--- src/rtl/irq_flag_pkg.sv ---
// constants for the interrupt request flag bank
// assumes a 32-bit axi4-lite register bus and same-clock event sources
package irq_flag_pkg;
	localparam int FLAG_W = 16;
	localparam int STRB_W = 2;
	localparam int GROUPS = 3;

	// register byte offsets, one aligned word each
	localparam logic [11:0] OFS_GROUP0 = 12'h000;
	localparam logic [11:0] OFS_GROUP1 = 12'h004;
	localparam logic [11:0] OFS_GROUP2 = 12'h008;
	localparam logic [1:0] IDX_NONE = 2'h3;

	// implemented bit masks per group, index is group number
	localparam logic [GROUPS-1:0][FLAG_W-1:0] GRP_MASK = {
		16'h22e3, 16'hfe1f, 16'h3fef};
	localparam logic [FLAG_W-1:0] FLAG_RESET = 16'h0000;

	// axi responses
	localparam logic [1:0] RESP_OKAY = 2'h0;
	localparam logic [1:0] RESP_SLVERR = 2'h2;
	localparam logic [31:0] WORD_ZERO = 32'h0000_0000;

	// vector order bits
	// group0 bit positions
	// adc done position
	localparam int ADC_DONE_FLAG = 13;
	localparam int UART_A_TX_FLAG = 12;
	localparam int UART_A_RX_FLAG = 11;
	localparam int SPI_A_EVENT_FLAG = 10;
	localparam int SPI_A_FAULT_FLAG = 9;
	localparam int TIMER_C_FLAG = 8;
	localparam int TIMER_B_FLAG = 7;
	localparam int COMPARE_B_FLAG = 6;
	localparam int CAPTURE_B_FLAG = 5;
	localparam int TIMER_A_FLAG = 3;
	localparam int COMPARE_A_FLAG = 2;
	localparam int CAPTURE_A_FLAG = 1;
	localparam int EXT_IRQ_A_FLAG = 0;
	// group1 bit positions
	// uart b pair
	localparam int UART_B_TX_FLAG = 15;
	localparam int UART_B_RX_FLAG = 14;
	localparam int EXT_IRQ_C_FLAG = 13;
	localparam int TIMER_E_FLAG = 12;
	localparam int TIMER_D_FLAG = 11;
	localparam int COMPARE_D_FLAG = 10;
	localparam int COMPARE_C_FLAG = 9;
	localparam int EXT_IRQ_B_FLAG = 4;
	localparam int PIN_CHANGE_FLAG = 3;
	localparam int COMPARATOR_FLAG = 2;
	localparam int I2C_A_MASTER_FLAG = 1;
	localparam int I2C_A_SLAVE_FLAG = 0;
	// group2 bit positions
	// parallel port, compare e
	localparam int PARALLEL_PORT_FLAG = 13;
	localparam int COMPARE_E_FLAG = 9;
	localparam int CAPTURE_E_FLAG = 7;
	localparam int CAPTURE_D_FLAG = 6;
	localparam int CAPTURE_C_FLAG = 5;
	localparam int SPI_B_EVENT_FLAG = 1;
	localparam int SPI_B_FAULT_FLAG = 0;
endpackage

--- src/rtl/flag_set_if.sv ---
// carrier between the bus front end and one flag group
// assumes a single clock shared by both ends
`timescale 1ns/100ps
`default_nettype none
interface flag_set_if;
	logic wr_en;
	logic [irq_flag_pkg::FLAG_W-1:0] wr_data;
	logic [irq_flag_pkg::STRB_W-1:0] wr_strb;
	logic [irq_flag_pkg::FLAG_W-1:0] set;
	logic [irq_flag_pkg::FLAG_W-1:0] flags;
	modport ctrl (output wr_en, output wr_data, output wr_strb,
		output set, input flags);
	modport bank (input wr_en, input wr_data, input wr_strb,
		input set, output flags);
endinterface
`default_nettype wire

--- src/rtl/flag_bank.sv ---
// one 16-bit group of sticky interrupt request flags
// assumes set pulses and write strobes come from the aclk domain
`timescale 1ns/100ps
`default_nettype none
module flag_bank #(
	parameter logic [irq_flag_pkg::FLAG_W-1:0] IMPL_MASK = 16'hffff
) (
	// clock and reset
	input wire logic aclk,
	input wire logic aresetn,
	// write and event side
	flag_set_if.bank bus
);
	logic [irq_flag_pkg::FLAG_W-1:0] flag_q;

	////////////////////////////////////////////////////////////////////
	// one flop per bit; unimplemented bits stay constant zero
	for (genvar i = 0; i < irq_flag_pkg::FLAG_W; i++) begin : bitq
		always_ff @(posedge aclk) begin
			if (!aresetn) begin
				flag_q[i] <= irq_flag_pkg::FLAG_RESET[i];
			end else if (!IMPL_MASK[i]) begin
				flag_q[i] <= 1'b0;
			end else if (bus.set[i]) begin
				flag_q[i] <= 1'b1;
			end else if (bus.wr_en && bus.wr_strb[i/8]) begin
				flag_q[i] <= bus.wr_data[i];
			end
		end
	end

	assign bus.flags = flag_q;
endmodule
`default_nettype wire

--- src/rtl/interrupt_flag_status_bank.sv ---
// interrupt request flag bank: three groups behind an axi4-lite slave
// assumes event lines are one-cycle or level requests on aclk
// Behaviour
// - flag one means request occurred
// - flags read/write, reset zero, holes zero
// - group0 bit13 adc done, 15-14 empty
// - group0 bits 12/11 uart a tx/rx
// - group0 bits 10/9 spi a event/fault
// - group0 bits 8,7,3 timers c,b,a
// - group0 compare bits 6/2, capture 5/1
// - group0 bit0 ext irq a, bit4 empty
// - group1 bits 15/14 uart b tx/rx
// - group1 bit13 ext c, bit4 ext b
// - group1 timers 12/11, compares 10/9, 8-5 empty
// - group1 bit3 pin change, bit2 comparator
// - group1 bits 1/0 i2c a master/slave
// - group2 bit13 parallel port, bit9 compare e
// - group2 bits 7,6,5 captures e,d,c
// - group2 bits 1/0 spi b, 4-2 empty
// - bits follow vector number order
`timescale 1ns/100ps
`default_nettype none
module interrupt_flag_status_bank #(
	parameter int ADDR_W = 12
) (
	// clock and reset
	input wire logic aclk,
	input wire logic aresetn,
	// axi4-lite write address
	input wire logic [ADDR_W-1:0] s_axi_awaddr,
	input wire logic [2:0] s_axi_awprot,
	input wire logic s_axi_awvalid,
	output logic s_axi_awready,
	// axi4-lite write data
	input wire logic [31:0] s_axi_wdata,
	input wire logic [3:0] s_axi_wstrb,
	input wire logic s_axi_wvalid,
	output logic s_axi_wready,
	// axi4-lite write response
	output logic [1:0] s_axi_bresp,
	output logic s_axi_bvalid,
	input wire logic s_axi_bready,
	// axi4-lite read address
	input wire logic [ADDR_W-1:0] s_axi_araddr,
	input wire logic [2:0] s_axi_arprot,
	input wire logic s_axi_arvalid,
	output logic s_axi_arready,
	// axi4-lite read data
	output logic [31:0] s_axi_rdata,
	output logic [1:0] s_axi_rresp,
	output logic s_axi_rvalid,
	input wire logic s_axi_rready,
	// peripheral event lines, one bit per flag position
	input wire logic [15:0] set_group0,
	input wire logic [15:0] set_group1,
	input wire logic [15:0] set_group2,
	// flag state toward the cpu interrupt logic
	output logic [15:0] flags_group0,
	output logic [15:0] flags_group1,
	output logic [15:0] flags_group2
);
	localparam int FW = irq_flag_pkg::FLAG_W;
	localparam int NG = irq_flag_pkg::GROUPS;

	logic awready_q;
	logic wready_q;
	logic bvalid_q;
	logic [1:0] bresp_q;
	logic arready_q;
	logic rvalid_q;
	logic [1:0] rresp_q;
	logic [31:0] rdata_q;
	logic [ADDR_W-1:0] awaddr_q;
	logic [31:0] wdata_q;
	logic [3:0] wstrb_q;
	logic do_write;
	logic [1:0] wr_idx;
	logic [1:0] rd_idx;
	logic [NG-1:0][FW-1:0] set_all;
	logic [NG-1:0][FW-1:0] flags_all;

	////////////////////////////////////////////////////////////////////
	// address decode: word aligned, low two bits ignored
	function automatic logic [1:0] reg_idx(input logic [ADDR_W-1:0] a);
		logic [11:0] w;
		w = {a[11:2], 2'b00};
		if (w == irq_flag_pkg::OFS_GROUP0) begin
			return 2'd0;
		end else if (w == irq_flag_pkg::OFS_GROUP1) begin
			return 2'd1;
		end else if (w == irq_flag_pkg::OFS_GROUP2) begin
			return 2'd2;
		end
		return irq_flag_pkg::IDX_NONE;
	endfunction

	// upper address bits must be zero for a hit
	function automatic logic [1:0] full_idx(input logic [ADDR_W-1:0] a);
		if ((a >> 12) != '0) begin
			return irq_flag_pkg::IDX_NONE;
		end
		return reg_idx(a);
	endfunction

	assign wr_idx = full_idx(awaddr_q);
	assign rd_idx = full_idx(s_axi_araddr);

	////////////////////////////////////////////////////////////////////
	// write address capture; held until the response is taken
	always_ff @(posedge aclk) begin
		if (!aresetn) begin
			awready_q <= 1'b1;
			awaddr_q <= '0;
		end else if (s_axi_awvalid && awready_q) begin
			awready_q <= 1'b0;
			awaddr_q <= s_axi_awaddr;
		end else if (bvalid_q && s_axi_bready) begin
			awready_q <= 1'b1;
		end
	end

	// write data capture, independent of the address channel
	always_ff @(posedge aclk) begin
		if (!aresetn) begin
			wready_q <= 1'b1;
			wdata_q <= irq_flag_pkg::WORD_ZERO;
			wstrb_q <= 4'h0;
		end else if (s_axi_wvalid && wready_q) begin
			wready_q <= 1'b0;
			wdata_q <= s_axi_wdata;
			wstrb_q <= s_axi_wstrb;
		end else if (bvalid_q && s_axi_bready) begin
			wready_q <= 1'b1;
		end
	end

	// commit once both halves are held; one write at a time
	assign do_write = !awready_q && !wready_q && !bvalid_q;

	// write response; unmapped words answer slverr and change nothing
	always_ff @(posedge aclk) begin
		if (!aresetn) begin
			bvalid_q <= 1'b0;
			bresp_q <= irq_flag_pkg::RESP_OKAY;
		end else if (do_write) begin
			bvalid_q <= 1'b1;
			if (wr_idx == irq_flag_pkg::IDX_NONE) begin
				bresp_q <= irq_flag_pkg::RESP_SLVERR;
			end else begin
				bresp_q <= irq_flag_pkg::RESP_OKAY;
			end
		end else if (s_axi_bready) begin
			bvalid_q <= 1'b0;
		end
	end

	////////////////////////////////////////////////////////////////////
	// read path: data sampled at the address handshake
	always_ff @(posedge aclk) begin
		if (!aresetn) begin
			arready_q <= 1'b1;
			rvalid_q <= 1'b0;
			rresp_q <= irq_flag_pkg::RESP_OKAY;
			rdata_q <= irq_flag_pkg::WORD_ZERO;
		end else if (s_axi_arvalid && arready_q) begin
			arready_q <= 1'b0;
			rvalid_q <= 1'b1;
			if (rd_idx == irq_flag_pkg::IDX_NONE) begin
				rresp_q <= irq_flag_pkg::RESP_SLVERR;
				rdata_q <= irq_flag_pkg::WORD_ZERO;
			end else begin
				rresp_q <= irq_flag_pkg::RESP_OKAY;
				rdata_q <= {16'h0000, flags_all[rd_idx]};
			end
		end else if (rvalid_q && s_axi_rready) begin
			rvalid_q <= 1'b0;
			arready_q <= 1'b1;
		end
	end

	////////////////////////////////////////////////////////////////////
	// flag groups; the masks hold each unimplemented position at zero
	assign set_all = {set_group2, set_group1, set_group0};

	for (genvar g = 0; g < NG; g++) begin : grp
		flag_set_if bus ();
		flag_bank #(
			.IMPL_MASK(irq_flag_pkg::GRP_MASK[g])
		) u_bank (
			.aclk(aclk),
			.aresetn(aresetn),
			.bus(bus)
		);
		assign bus.wr_en = do_write && (wr_idx == 2'(g));
		assign bus.wr_data = wdata_q[FW-1:0];
		assign bus.wr_strb = wstrb_q[1:0];
		assign bus.set = set_all[g];
		assign flags_all[g] = bus.flags;
	end

	////////////////////////////////////////////////////////////////////
	// outputs, all straight from flops
	assign s_axi_awready = awready_q;
	assign s_axi_wready = wready_q;
	assign s_axi_bvalid = bvalid_q;
	assign s_axi_bresp = bresp_q;
	assign s_axi_arready = arready_q;
	assign s_axi_rvalid = rvalid_q;
	assign s_axi_rresp = rresp_q;
	assign s_axi_rdata = rdata_q;
	assign flags_group0 = flags_all[0];
	assign flags_group1 = flags_all[1];
	assign flags_group2 = flags_all[2];
endmodule
`default_nettype wire

--- config.mk ---
export PLATFORM = sky130hd
export DESIGN_NAME = interrupt_flag_status_bank
export DESIGN_NICKNAME = d
export VERILOG_FILES = /design/src/rtl/irq_flag_pkg.sv /design/src/rtl/flag_set_if.sv /design/src/rtl/flag_bank.sv /design/src/rtl/interrupt_flag_status_bank.sv
export SDC_FILE = /design/constraint.sdc
export NUM_CORES = 1
export LEC_CHECK = 0
export BUFFER_PORTS_ARGS = -buffer_cell sky130_fd_sc_hd__buf_4
export CAP_MARGIN = 40
export CORE_ASPECT_RATIO = 0.6
export CORE_MARGIN = 5
export CORE_UTILIZATION = 30
export CTS_CLUSTER_DIAMETER = 100
export DETAILED_ROUTE_END_ITERATION = 8
export GPL_TIMING_DRIVEN = 0
export SYNTH_ARGS = -nofsm -noshare
export SYNTH_HDL_FRONTEND = slang
export SYNTH_SLANG_ARGS = --single-unit
--- constraint.sdc ---
create_clock -name aclk -period 1.8 [get_ports aclk]
set_input_delay 0.54 -clock aclk [delete_from_list [all_inputs] [get_ports aclk]]
set_output_delay 0.54 -clock aclk [all_outputs]
set_load 0.01 [all_outputs]
# Word level (Yosys, flattened, before mapping)
# Index checks and enable logic that the tools add are counted.
[classes]
magnitude_cmp = 1
n_eq_ne = 8
n_mux = 92
reduce_logical = 58
[ops]
columns = ["op", "n"]
rows = [
  ["$mux 1", 79],
  ["$reduce_bool 2->1", 36],
  ["$bmux 16 s2", 1],
  ["$mux 16", 2],
  ["$eq 10x1->1 const B", 2],
  ["$eq 10x2->1 const B", 2],
  ["$logic_not 10->1", 2],
  ["$mux 2", 10],
  ["$logic_and 1x1->1", 16],
  ["$eq 2x2->1 const B", 3],
  ["$logic_not 1->1", 3],
  ["$lt 2x3->1 const B", 1],
  ["$eq 2x1->1 const B", 1],
  ["$logic_not 2->1", 1],
]
[word_totals]
reg_bits = 103
word_cells = 202

# Logic depth before layout (Yosys ltp)
# Gate-level depths: netlist of the first run.
[depth]
word_depth = 10
ltp_mapped = 5
ltp_nobuf = 4

# By module
# Synthesis of the first run repeated with hierarchy kept, for this count alone.
[unflattened]
hier_cells = 383
hier_area_um2 = 3836.2
[by_module_without_submodules]
columns = ["module", "n_inst", "cells_per_inst", "area_each_um2", "seq_area_each_um2"]
rows = [
  ["interrupt_flag_status_bank", 1, 255, 2346.0, 1021.0],
  ["flag_bank (grp[0].u_bank)", 1, 48, 579.3, 260.2],
  ["flag_bank (grp[1].u_bank)", 1, 46, 546.8, 240.2],
  ["flag_bank (grp[2].u_bank)", 1, 34, 364.1, 140.1],
]

# Worst setup path before layout of the first run
# No wires, ideal clock.
[synth_timing]
kind = "input -> register"
startpoint = "input port s_axi_araddr[11]"
endpoint = "register rdata_q[5] (netlist: s_axi_rdata[5])"
setup_time_ns = 0.059
t_arrival_ns = 1.659
setup_slack_ns = 0.082
stages = 5
n_path_buf = 1
path_cell_list = "or4_4 -> nor2_4 -> and3_1 -> buf_4 -> a221o_1"
[synth_between]
elab_chain_len = 8
[synth_lines]
columns = ["item", "line", "source"]
rows = [
  ["start, declared", "interrupt_flag_status_bank.sv:44", "input wire logic [ADDR_W-1:0] s_axi_araddr,"],
  ["$eq 10x2->1", "interrupt_flag_status_bank.sv:91", "end else if (w == irq_flag_pkg::OFS_GROUP2) begin"],
  ["$mux 1", "interrupt_flag_status_bank.sv:91", ""],
  ["$mux 1", "interrupt_flag_status_bank.sv:89", "end else if (w == irq_flag_pkg::OFS_GROUP1) begin"],
  ["$mux 1", "interrupt_flag_status_bank.sv:87", "if (w == irq_flag_pkg::OFS_GROUP0) begin"],
  ["$mux 2 *", "interrupt_flag_status_bank.sv:94", "return irq_flag_pkg::IDX_NONE;"],
  ["$bmux 16 s2", "interrupt_flag_status_bank.sv:173", "rdata_q <= {16'h0000, flags_all[rd_idx]};"],
  ["$mux 16 (not written as such)", "interrupt_flag_status_bank.sv:173", ""],
  ["$mux 16 *", "interrupt_flag_status_bank.sv:168", "if (rd_idx == irq_flag_pkg::IDX_NONE) begin"],
  ["end signal, assigned", "interrupt_flag_status_bank.sv:164", "rdata_q <= irq_flag_pkg::WORD_ZERO;"],
  ["end signal, assigned", "interrupt_flag_status_bank.sv:170", "rdata_q <= irq_flag_pkg::WORD_ZERO;"],
  ["end signal, assigned", "interrupt_flag_status_bank.sv:173", ""],
  ["end, declared", "interrupt_flag_status_bank.sv:72", "logic [31:0] rdata_q;"],
]
# Mark *: on every way between the ends. The rest lies on a longest branch, timed or not. The select of a mux whose other input is x is not followed.
# A chain may end at the register's enable or synchronous reset.

# Final worst setup path of the first run
[layout_timing]
startpoint = "register bvalid_q (netlist: s_axi_bvalid)"
endpoint = "register grp[1].u_bank.flag_q, in the netlist grp[1].u_bank.bus.flags[2]"
[layout_between]
elab_chain_len = 5
[layout_lines]
columns = ["item", "line", "source"]
rows = [
  ["start, declared", "interrupt_flag_status_bank.sv:67", "logic bvalid_q;"],
  ["start signal, assigned", "interrupt_flag_status_bank.sv:143", "bvalid_q <= 1'b0;"],
  ["start signal, assigned", "interrupt_flag_status_bank.sv:146", "bvalid_q <= 1'b1;"],
  ["start signal, assigned", "interrupt_flag_status_bank.sv:153", "bvalid_q <= 1'b0;"],
  ["$logic_not 1->1", "interrupt_flag_status_bank.sv:138", "assign do_write = !awready_q && !wready_q && !bvalid_q;"],
  ["$logic_and 1x1->1", "interrupt_flag_status_bank.sv:138", ""],
  ["$logic_and 1x1->1", "interrupt_flag_status_bank.sv:194", "assign bus.wr_en = do_write && (wr_idx == 2'(g));"],
  ["$logic_and 1x1->1", "flag_bank.sv:26", "end else if (bus.wr_en && bus.wr_strb[i/8]) begin"],
  ["$reduce_bool 2->1 (no source line)", "n/a", ""],
  ["end signal, assigned by index", "flag_bank.sv:21", "flag_q[i] <= irq_flag_pkg::FLAG_RESET[i];"],
  ["end signal, assigned by index", "flag_bank.sv:27", "flag_q[i] <= bus.wr_data[i];"],
  ["end, declared", "flag_bank.sv:14", "logic [irq_flag_pkg::FLAG_W-1:0] flag_q;"],
]
# Every way passes these cells.

==> qor.txt, run 1 <==
cts bufs inserted -> 9
Core Region -> 12000 um2
sequential area share after synthesis -> 45.4%
Final nets -> 686
f_max -> 594 MHz
overall track demand over capacity in global routing -> 17.4%
via density per instance -> 4.86
Synth Cell Area -> 3660 um2
Die Area -> 14600 um2
Hold Path Class -> input port to flop
vias -> 3570
final slew viol count -> 0
kind of end point of the critical path -> flop
pwr dens -> 873 nW/um2
number of global-route vias before repair -> 3464
total gr overflow -> 0
sequential power share -> 43.7%
IO Pins -> 210
clock latency on the worst-skew pair -> 340 ps
skew final -> 7.62 ps
critical path class -> flop to flop
Lkg Pwr -> 2.40 nW
clk sink count -> 83
max-cap viol count -> 0
dpl ws -> -587 ps
share of layout cells above drive strength 1 -> 36.0%
Ys Warns -> 0
Total Wirelength -> 12.9 mm
worst-path cell chain -> nor3_4, buf_4, nand4_1, buf_4, or3_1, o311a_1
period utilisation layout -> 93.5%
Slowest cell on crit path -> dfxtp_1
CTS clk-pin slew, worst paths -> 60 ps
WP data required -> 2020 ps
Combinational Power Share -> 14.4%
Most Frequent Cell on Critical Path -> buf_4
final worst slack -> 118 ps
Clock Path Buffers -> 2
Crit path max-delay family -> simple AND/OR/NAND/NOR gates
Int Pwr -> 3.50 mW
total iterations of the first detailed-routing run -> 5
htree depth -> 3
final setup fails -> 0
Syn Area/Cell -> 9.48 um2
port bufs -> 129
IR drop worst, VDD -> 0.000594 V
GP Congestion -> 0.836
FF+latch count, synth -> 83
first-pass GRT wire length -> 19.6 mm
DP HPWL -> 10.5 mm
Antenna Violating Nets Remaining -> 0
CP Buf/Inv Count -> 2
Die X -> 153 um
CTS tree -> done
setup repair after global routing missed its margin -> false
Placed Instances -> 713
# rows -> 31
Switching Fraction -> 25.0%
Yosys top cell by area -> dfxtp_1
Mapped Cells -> 386
largest net degree at the start of global routing -> 15
top cells by area in the synthesized netlist -> dfxtp_1, o311a_1, buf_4
clock network power share -> 41.9%
final hold vios -> 0
Relative slew margins -> 57.8%
crit path time final -> 1680 ps
CTS root buf -> clkbuf_16
DRC marker count from the first detailed-route iteration -> 200
fill count -> 1211
Layout area overhead -> 46.1%
switching pwr -> 1.17 mW
Startpoint Class -> flop
crit-path max FO -> 10
share of the synthesized area in the top cell type -> 45.4%
ANT cells -> 0
DR WL/cell -> 17.6 um
distinct cell type count after synthesis -> 34
final std cells w/o fill -> 735
Die H -> 95.6 um
Finished Core Util -> 44.6%
CP peak stage delay -> 390 ps
initial antenna violation count -> 0
Starting Density -> 30.5%
Slew @ Worst Pin -> 632 ps
WP data arrival -> 1910 ps
outcome -> finished clean
DRC -> 0
-- synth_stat cells (all sizes together) --
cell type	n
o21ai	5
or3	31
a221o	8
nor4	2
mux2i	4
conb	1
a21oi	4
nand2	68
nor3b	3
nand2b	2
and4	1
a21boi	30
buf	38
a211oi	1
a32oi	4
nor2b	9
and3	10
o2bb2ai	4
o311a	32
nor3	3
nor2	9
a22oi	4
and3b	4
nand4	6
and2	3
or4	2
dfxtp	83
clkbuf	15
-- power groups by stage --
stage	Sequential, mW	Combinational, mW	Clock, mW
floorplan	2.08	0.306	0
global placement	2.07	0.645	0
detailed placement	2.08	0.655	0
CTS	2.04	0.658	1.99
global route	2.06	0.736	2.07
finish	2.04	0.671	1.96
-- area by class of cell --
type | count | area [um2] | share of cell area, %
flip-flops and latches | 83 | 1660 | 31.1
well taps | 165 | 206 | 3.86
multi-input cells | 283 | 1810 | 33.8
clock buffers | 9 | 225 | 4.21
repair buffers | 135 | 1010 | 18.9
plain buffers | 53 | 340 | 6.36
clock inverters | 7 | 92.6 | 1.73
-- logic make-up (layout without fill, tap and decap cells) --
kind of cell / after synthesis / count (layout) / synth area share [%]
DFF: 83 / 83 / 45.4
and+or+nand+nor: 153 / 153 / 23.1
AOI/OAI and AO/OA: 92 / 92 / 21.3
muxes: 4 / 4 / 1.09
other: 1 / 34 / 0.102
buffers and inverters: 53 / 204 / 9.09
-- flip-flops by register name, summed over array words and instances, names as in the netlist --
register and cells:
s_axi_bvalid 1, wdata_q 16, s_axi_wready 1, s_axi_rvalid 1, s_axi_awready 1, s_axi_rresp 1, awaddr_q 10, s_axi_arready 1
s_axi_rdata 16, s_axi_bresp 1, wstrb_q 2, grp.u_bank.bus.flags 32
-- metrics by stage --
stage	setup TNS (ps)	hold WS, ps	instance area (um2)	total power [mW]
after floorplan	0	439	3780	2.38
after global placement	-8250	453	4960	2.72
after detailed placement	-9050	465	4960	2.73
after CTS	0	448	5310	4.69
after global routing	0	451	5350	4.86
final	0	458	5350	4.67
-- layer usage --
layer | wire, um | up-vias | track usage (%)
met5 | 0 | - | 0
met4 | 87 | 0 | 3.71
met3 | 1280 | 8 | 6.53
met2 | 5390 | 159 | 25.2
met1 | 6150 | 1684 | 24.8
li1 | - | 1719 | -
-- placed cells by master (no fill, tap or decap), types with 2 or more instances in the layout --
cell / Yosys / layout
nand4_1: 6 / 6
clkbuf_2: 0 / 4
and3_1: 10 / 9
a22oi_1: 4 / 4
nor2_2: 3 / 3
clkbuf_16: 0 / 9
o311a_1: 32 / 32
bufinv_16: 0 / 2
nor2b_1: 9 / 9
clkinv_2: 0 / 2
and3b_1: 4 / 4
o2bb2ai_1: 4 / 4
nor4_4: 2 / 2
or4_4: 2 / 2
clkinvlp_4: 0 / 3
a21boi_0: 30 / 30
o21ai_0: 5 / 5
a221o_1: 8 / 8
clkbuf_1: 15 / 12
mux2i_1: 4 / 4
and2_1: 3 / 3
nor2_1: 5 / 5
a21oi_1: 4 / 4
dfxtp_1: 83 / 83
nor3b_1: 3 / 2
nand2_1: 67 / 67
buf_4: 35 / 171
a32oi_1: 4 / 4
nand2b_1: 2 / 2
or3_1: 31 / 31
conb_1: 1 / 34
-- path summary, 6_finish.rpt --
| check | start | endpoint | slack (ps) | cells after the start |
|---|---|---|---|---|
| hold / removal | set_group1[14] | grp[1].u_bank.bus.flags[14] | 460 | 2 |
| hold reg to reg | wdata_q[8] | wdata_q[8] | 470 | 2 |
| setup / recovery | s_axi_bvalid | grp[1].u_bank.bus.flags[2] | 120 | 6 |
| setup reg to reg | s_axi_bvalid | grp[1].u_bank.bus.flags[2] | 120 | 6 |
-- timing repair --
item | CTS | global route
setup buffers | 3 | 3
endpoints found under the setup margin | 25 | 33
pin swaps | 2 | 4
gates cloned | 0 | 0
gates resized for setup | 3 | 9
hold buffers | 0 | 0
Power figures use the tool's default switching activity.
==> run 2, diff against run 1 <==
clock period = 2.01 ns   (was 1.8 ns; I/O delays follow)
==> qor.txt, run 2 (synthesis results as in run 1) <==
outcome -> finished clean
number of global-route vias before repair -> 3458 (-0.17%)
final setup fails -> 0 (unchanged)
critical path class -> input port to flop
Hold Path Class -> flop to flop
Post-Layout Inst Area -> 5300 um2 (-0.94%)
CTS root buf -> clkbuf_16
worst-path cell chain -> buf_4, nand2_1, clkbuf_1, nor3b_2, and3_2, a221o_1
Relative slew margins -> 59.7% (+1.8 points)
Crit path max-delay family -> simple AND/OR/NAND/NOR gates
max-cap viol count -> 0 (unchanged)
IR drop worst, VDD -> 0.000533 V (-10%)
WP data arrival -> 2120 ps (+210 ps)
Die H -> 95.6 um (unchanged)
CP Buf/Inv Count -> 2 (unchanged)
dpl ws -> -440 ps (+147 ps)
via density per instance -> 4.82 (-0.86%)
share of layout cells above drive strength 1 -> 34.8% (-1.2 points)
GP Congestion -> 0.836 (unchanged)
Layout area overhead -> 44.7%
pwr dens -> 787 nW/um2 (-9.8%)
Placed Instances -> 713 (unchanged)
total iterations of the first detailed-routing run -> 5 (unchanged)
Fin Hold WS -> 470 ps (+12.5 ps)
crit path time final -> 1900 ps
WP data required -> 2230 ps (+210 ps)
Total Wirelength -> 12.9 mm (-0.30%)
initial antenna violation count -> 0 (unchanged)
DRC marker count from the first detailed-route iteration -> 184 (-8.0%)
commonest cells after routing, fill and taps aside -> buf_4, dfxtp_1, nand2_1
cts-stage hold buffer count -> 0 (unchanged)
final slew viol count -> 0 (unchanged)
final std cells w/o fill -> 731 (-0.54%)
Core Region -> 12000 um2 (unchanged)
total gr overflow -> 0 (unchanged)
skew final -> 4.75 ps (-2.87 ps)
CP peak stage delay -> 450 ps (+60 ps)
Switching Fraction -> 25.1% (+0.058 points)
Die Area -> 14600 um2 (unchanged)
cts bufs inserted -> 9 (unchanged)
clk sink count -> 83 (unchanged)
Slowest cell on crit path -> clkbuf_1
# rows -> 31 (unchanged)
DP HPWL -> 10.5 mm (unchanged)
setup repair after global routing missed its margin -> false
CTS tree -> done
setup TNS -> 0 ps (unchanged)
htree depth -> 3 (unchanged)
final worst slack -> 110 ps (-8.30 ps)
Startpoint Class -> input port
ANT cells -> 0 (unchanged)
Die X -> 153 um (unchanged)
Slew @ Worst Pin -> 605 ps (-27.4 ps)
vias -> 3520 (-1.4%)
switching pwr -> 1.05 mW (-10%)
clock latency on the worst-skew pair -> 340 ps (about the same)
IO Pins -> 210 (unchanged)
Final nets -> 682 (-0.58%)
CTS clk-pin slew, worst paths -> 60 ps (about the same)
DRC -> 0 (unchanged)
Antenna Violating Nets Remaining -> 0 (unchanged)
Combinational Power Share -> 14.1% (-0.3 points)
sequential power share -> 43.8% (about the same)
crit-path max FO -> 10 (unchanged)
Starting Density -> 30.5% (unchanged)
port bufs -> 129 (unchanged)
max reg flops -> 32 (unchanged)
commonest non-fill, non-tap cell in the layout -> buf_4
largest net degree at the start of global routing -> 15 (unchanged)
clock network power share -> 42.1% (+0.2 points)
Placed Area -> 4960 um2 (unchanged)
DR WL/cell -> 17.6 um (+0.24%)
first-pass GRT wire length -> 19.6 mm (about the same)
Clock Path Buffers -> 2 (unchanged)
final hold vios -> 0 (unchanged)
overall track demand over capacity in global routing -> 17.4% (-0.029 points)
Lkg Pwr -> 2.36 nW (-1.4%)
period utilisation layout -> 94.5%
kind of end point of the critical path -> flop
f_max -> 526 MHz
Int Pwr -> 3.12 mW (-11%)
-- run 2: power groups by stage --
stage / registers (mW) / clock network [mW] / logic [mW]
after global placement: 1.86 / 0 / 0.578
after CTS: 1.82 / 1.78 / 0.589
after detailed placement: 1.86 / 0 / 0.587
final: 1.82 / 1.75 / 0.589
after global routing: 1.84 / 1.85 / 0.645
after floorplan: 1.86 / 0 / 0.274
-- run 2: final cells by class --
class                           instances  area [um2]
Clock buffer                            9         225
Clock inverter                          7        92.6
Buffer                                 53         333
Fill cell                            1214        6690
Tap cell                              165         206
Sequential cell                        83        1660
Multi-Input combinational cell        283        1800
Timing Repair Buffer                  131         983
-- run 2: routing by layer --
metal | GRT usage (%) | up-vias | wire, um
li1 | - | 1708 | -
met1 | 24.8 | 1650 | 6200
met2 | 25.1 | 154 | 5370
met3 | 6.53 | 8 | 1210
met4 | 3.71 | 0 | 87
met5 | 0 | - | 0
-- run 2: what timing repair did --
action                     in CTS  in global routing
buffers inserted                0                  2
setup endpoints to repair       5                 14
pin swaps                       0                  1
gates cloned                    0                  0
resized for setup               1                  1
-- run 2: through the flow --
step           util (%)  power, mW
2_1_floorplan         -       2.13
3_3_place_gp       41.4       2.44
3_5_place_dp       41.4       2.45
4_1_cts            44.1       4.20
5_1_grt            44.2       4.33
6_report           44.2       4.17
-- run 2: tightest hold or removal path: stages (launching register included) --
cell and delay, ps:
dfxtp_1 310, nand2_1 50, a21boi_0 70
-- run 2: path summary, 6_finish.rpt --
check | start | cells past startpoint | slack [ps] | endpoint
max | s_axi_arvalid | 6 | 110 | s_axi_rdata[2]
min | wdata_q[8] | 2 | 470 | wdata_q[8]
max reg2reg | s_axi_arready | 5 | 140 | s_axi_rdata[2]
min reg2reg | wdata_q[8] | 2 | 470 | wdata_q[8]
==> run 3, diff against run 2 <==
PLACE_DENSITY = 0.54   (was default)
SYNTH_HIERARCHICAL = 1   (was default)
==> qor.txt, run 3 <==
outcome -> finished clean
final worst slack -> 84.9 ps (-24.6 ps)
commonest cells in the netlist -> dfxtp_1, nand2_1, buf_4, o311a_1, a21boi_0
main combinational cell family by area after synthesis -> compound AO/OA/AOI/OAI gates
Synth Cell Area -> 3840 um2 (+4.8%)
fraction of registers with async set/reset -> 0% (unchanged)
area fraction in compound gates after synthesis -> 31.4% (+10 points)
WP data arrival -> 2140 ps (+20 ps)
final std cells w/o fill -> 738 (+0.96%)
htree depth -> 3 (unchanged)
distinct cell type count after synthesis -> 30 (-12%)
Core Region -> 12700 um2 (+5.9%)
crit-path max FO -> 10 (unchanged)
DP HPWL -> 10.7 mm (+2.5%)
period utilisation layout -> 95.8% (+1.2 points)
share of the synthesized area in the top cell type -> 43.3% (-2.1 points)
ANT cells -> 0 (unchanged)
GP Congestion -> 0.861 (+3.0%)
overall track demand over capacity in global routing -> 17.0% (-0.39 points)
met3 usage -> 5.61% (-0.92 points)
clk sink count -> 83 (unchanged)
DR WL/cell -> 18.2 um (+3.4%)
fill count -> 1282 (+5.6%)
Yosys top cell by area -> dfxtp_1
max-cap viol count -> 0 (unchanged)
IR drop worst, VDD -> 0.000447 V (-16%)
clock network power share -> 40.2% (-1.9 points)
initial antenna violation count -> 0 (unchanged)
Switching Fraction -> 25.9% (+0.87 points)
Adder-Cell Fraction of Synth Area -> 0% (unchanged)
total iterations of the first detailed-routing run -> 4 (-1)
Syn Area/Cell -> 10.0 um2 (+5.6%)
count leader, synth -> dfxtp_1
Post-Layout Inst Area -> 5580 um2 (+5.4%)
via density per instance -> 4.90 (+1.8%)
hold path endpoint -> awaddr_q[4]
Die X -> 156 um (+2.2%)
Worst R2R End -> grp[0].u_bank/bus.flags[9]
skew final -> 5.23 ps (+0.482 ps)
Final nets -> 684 (+0.29%)
Combinational Power Share -> 16.2% (+2.1 points)
CTS clk-pin slew, worst paths -> 60 ps (about the same)
total power -> 4.23 mW (+1.4%)
max reg flops -> 32 (unchanged)
Post-Synth XOR/XNOR Area -> 0% (unchanged)
pwr dens -> 757 nW/um2 (-3.8%)
WP data required -> 2230 ps (about the same)
commonest cells after routing, fill and taps aside -> buf_4, dfxtp_1, nand2_1
sequential power share -> 43.6% (-0.2 points)
most used routing layer -> met1
Die Area -> 15200 um2 (+4.4%)
Mapped Cells -> 383 (-0.78%)
clock latency on the worst-skew pair -> 330 ps (about the same)
Reg2Reg Depth -> 5 (unchanged)
Relative slew margins -> 57.0% (-2.7 points)
Total Wirelength -> 13.4 mm (+4.4%)
mux contribution to synthesized area -> 4.17% (+3.1 points)
crit path time final -> 1930 ps (+24.6 ps)
total gr overflow -> 0 (unchanged)
Finished Core Util -> 44.0% (-0.22 points)
top cells by area in the synthesized netlist -> dfxtp_1, o311a_1, buf_4
kind of end point of the critical path -> flop
Die H -> 97.6 um (+2.1%)
Starting Density -> 30.2% (-0.32 points)
# rows -> 32 (+3.2%)
CTS tree -> done
critical path class -> flop to flop
cts-stage hold buffer count -> 0 (unchanged)
Post-synth EDFFs -> 0 (unchanged)
first-pass GRT wire length -> 20.0 mm (+2.1%)
Synth Flop Type -> dfxtp_1
final setup fails -> 0 (unchanged)
number of global-route vias before repair -> 3466 (+0.23%)
grt met1 use -> 25.4% (+0.63 points)
cts bufs inserted -> 9 (unchanged)
area of the multi-input gates -> 1950 um2 (+8.8%)
Placed Instances -> 712 (-0.14%)
DRC marker count from the first detailed-route iteration -> 141 (-23%)
DRC -> 0 (unchanged)
commonest non-fill, non-tap cell in the layout -> buf_4
dpl ws -> -406 ps (+34.5 ps)
Slew @ Worst Pin -> 645 ps (+40.3 ps)
M2 GR Usage -> 23.7% (-1.4 points)
sequential area share after synthesis -> 43.3% (-2.1 points)
Antenna Violating Nets Remaining -> 0 (unchanged)
Startpoint Class -> flop
setup repair after global routing missed its margin -> false
switching pwr -> 1.10 mW (+4.9%)
R2R Path Start -> s_axi_bvalid
final hold vios -> 0 (unchanged)
Clock Path Buffers -> 2 (unchanged)
reg2reg setup slack -> 80 ps (-60 ps)
f_max -> 519 MHz (-1.3%)
Simple-Gate Fraction of Synth Area -> 10.5% (-13 points)
FF+latch count, synth -> 83 (unchanged)
largest net degree at the start of global routing -> 22 (+7)
Placed Area -> 5140 um2 (+3.7%)
Layout area overhead -> 45.5%
IO Pins -> 210 (unchanged)
FF/Latch Area -> 1660 um2 (unchanged)
final slew viol count -> 0 (unchanged)
worst hold stages -> 2 (unchanged)
Hold Path Class -> flop to flop
share of layout cells above drive strength 1 -> 41.0% (+6.2 points)
CTS root buf -> clkbuf_16
vias -> 3618 (+2.8%)
port bufs -> 129 (unchanged)
Lkg Pwr -> 2.52 nW (+6.7%)
Int Pwr -> 3.13 mW (+0.19%)
HP Start -> awaddr_q[4]
Ys Warns -> 6 (+6)
[run 3: cell count changes in the layout (fill, tap and decap cells not counted), sizes merged, moves of 6 or more]
cell     change
a211o       +32
or3         -30
a32o        +16
buf         +16
mux2i       +12
o2bb2ai     +12
and3        -10
a221o        -8
nor2         -8
nor2b        -8
nand4        -6
[run 3: layout make-up]
class | instances | share of cell area [%]
Tap cell | 170 | 3.81
Sequential cell | 83 | 29.8
Inverter | 1 | 0.0672
Clock buffer | 11 | 4.53
Buffer | 58 | 6.95
Clock inverter | 5 | 1.10
Timing Repair Buffer | 140 | 18.8
Multi-Input combinational cell | 270 | 35.0
[run 3: cell families (layout without fill, tap and decap cells)]
logic type	Yosys count	in the layout
other	4	34
AOI/OAI and AO/OA	135	135
DFF	83	83
buffers and inverters	60	215
muxes	16	16
and+or+nand+nor	85	85
[run 3: per-stage QoR]
stage / setup TNS, ps / hold WS [ps]
floorplan: 0 / 443
global route: 0 / 493
global placement: -7260 / 456
finish: 0 / 472
CTS: 0 / 467
detailed placement: -8480 / 458
[run 3: critical path: stages, from the launching register on]
cell and delay, ps:
dfxtp_1 350, or3_4 480, nor4_4 360, buf_6 210, nand2_4 80, o311a_1 310
[run 3: worst max-delay path by stage]
stage / from / to / slack, ps / depth (start not counted)
floorplan: s_axi_bvalid / grp[0].u_bank/bus.flags[10] / 40 / 6
global placement: s_axi_bvalid / grp[1].u_bank/bus.flags[14] / -360 / 5
detailed placement: s_axi_bvalid / grp[1].u_bank/bus.flags[14] / -410 / 5
CTS: awaddr_q[7] / grp[0].u_bank/bus.flags[9] / 20 / 7
global route: s_axi_bvalid / grp[0].u_bank/bus.flags[10] / 4 / 5
finish: s_axi_bvalid / grp[0].u_bank/bus.flags[9] / 80 / 5
[run 3: metal layers]
layer,share of wire [%],wire length (um)
met4,0.90,121
met1,50,6700
met2,41,5480
met5,0,0
met3,8.4,1130
[run 3: power by group through the flow]
stage	combinational, mW	clock (mW)	sequential (mW)
2_1_floorplan	0.335	0	1.86
3_3_place_gp	0.647	0	1.87
3_5_place_dp	0.657	0	1.88
4_1_cts	0.676	1.74	1.84
5_1_grt	0.748	1.82	1.86
6_report	0.685	1.70	1.84
[run 3: what timing repair did]
| item | CTS | global route |
|---|---|---|
| pin swaps | 3 | 1 |
| setup buffers | 6 | 4 |
| endpoints found under the setup margin | 30 | 32 |
| resized for setup | 3 | 5 |
| endpoints found under the hold margin | 0 | 0 |
| gates cloned | 0 | 1 |
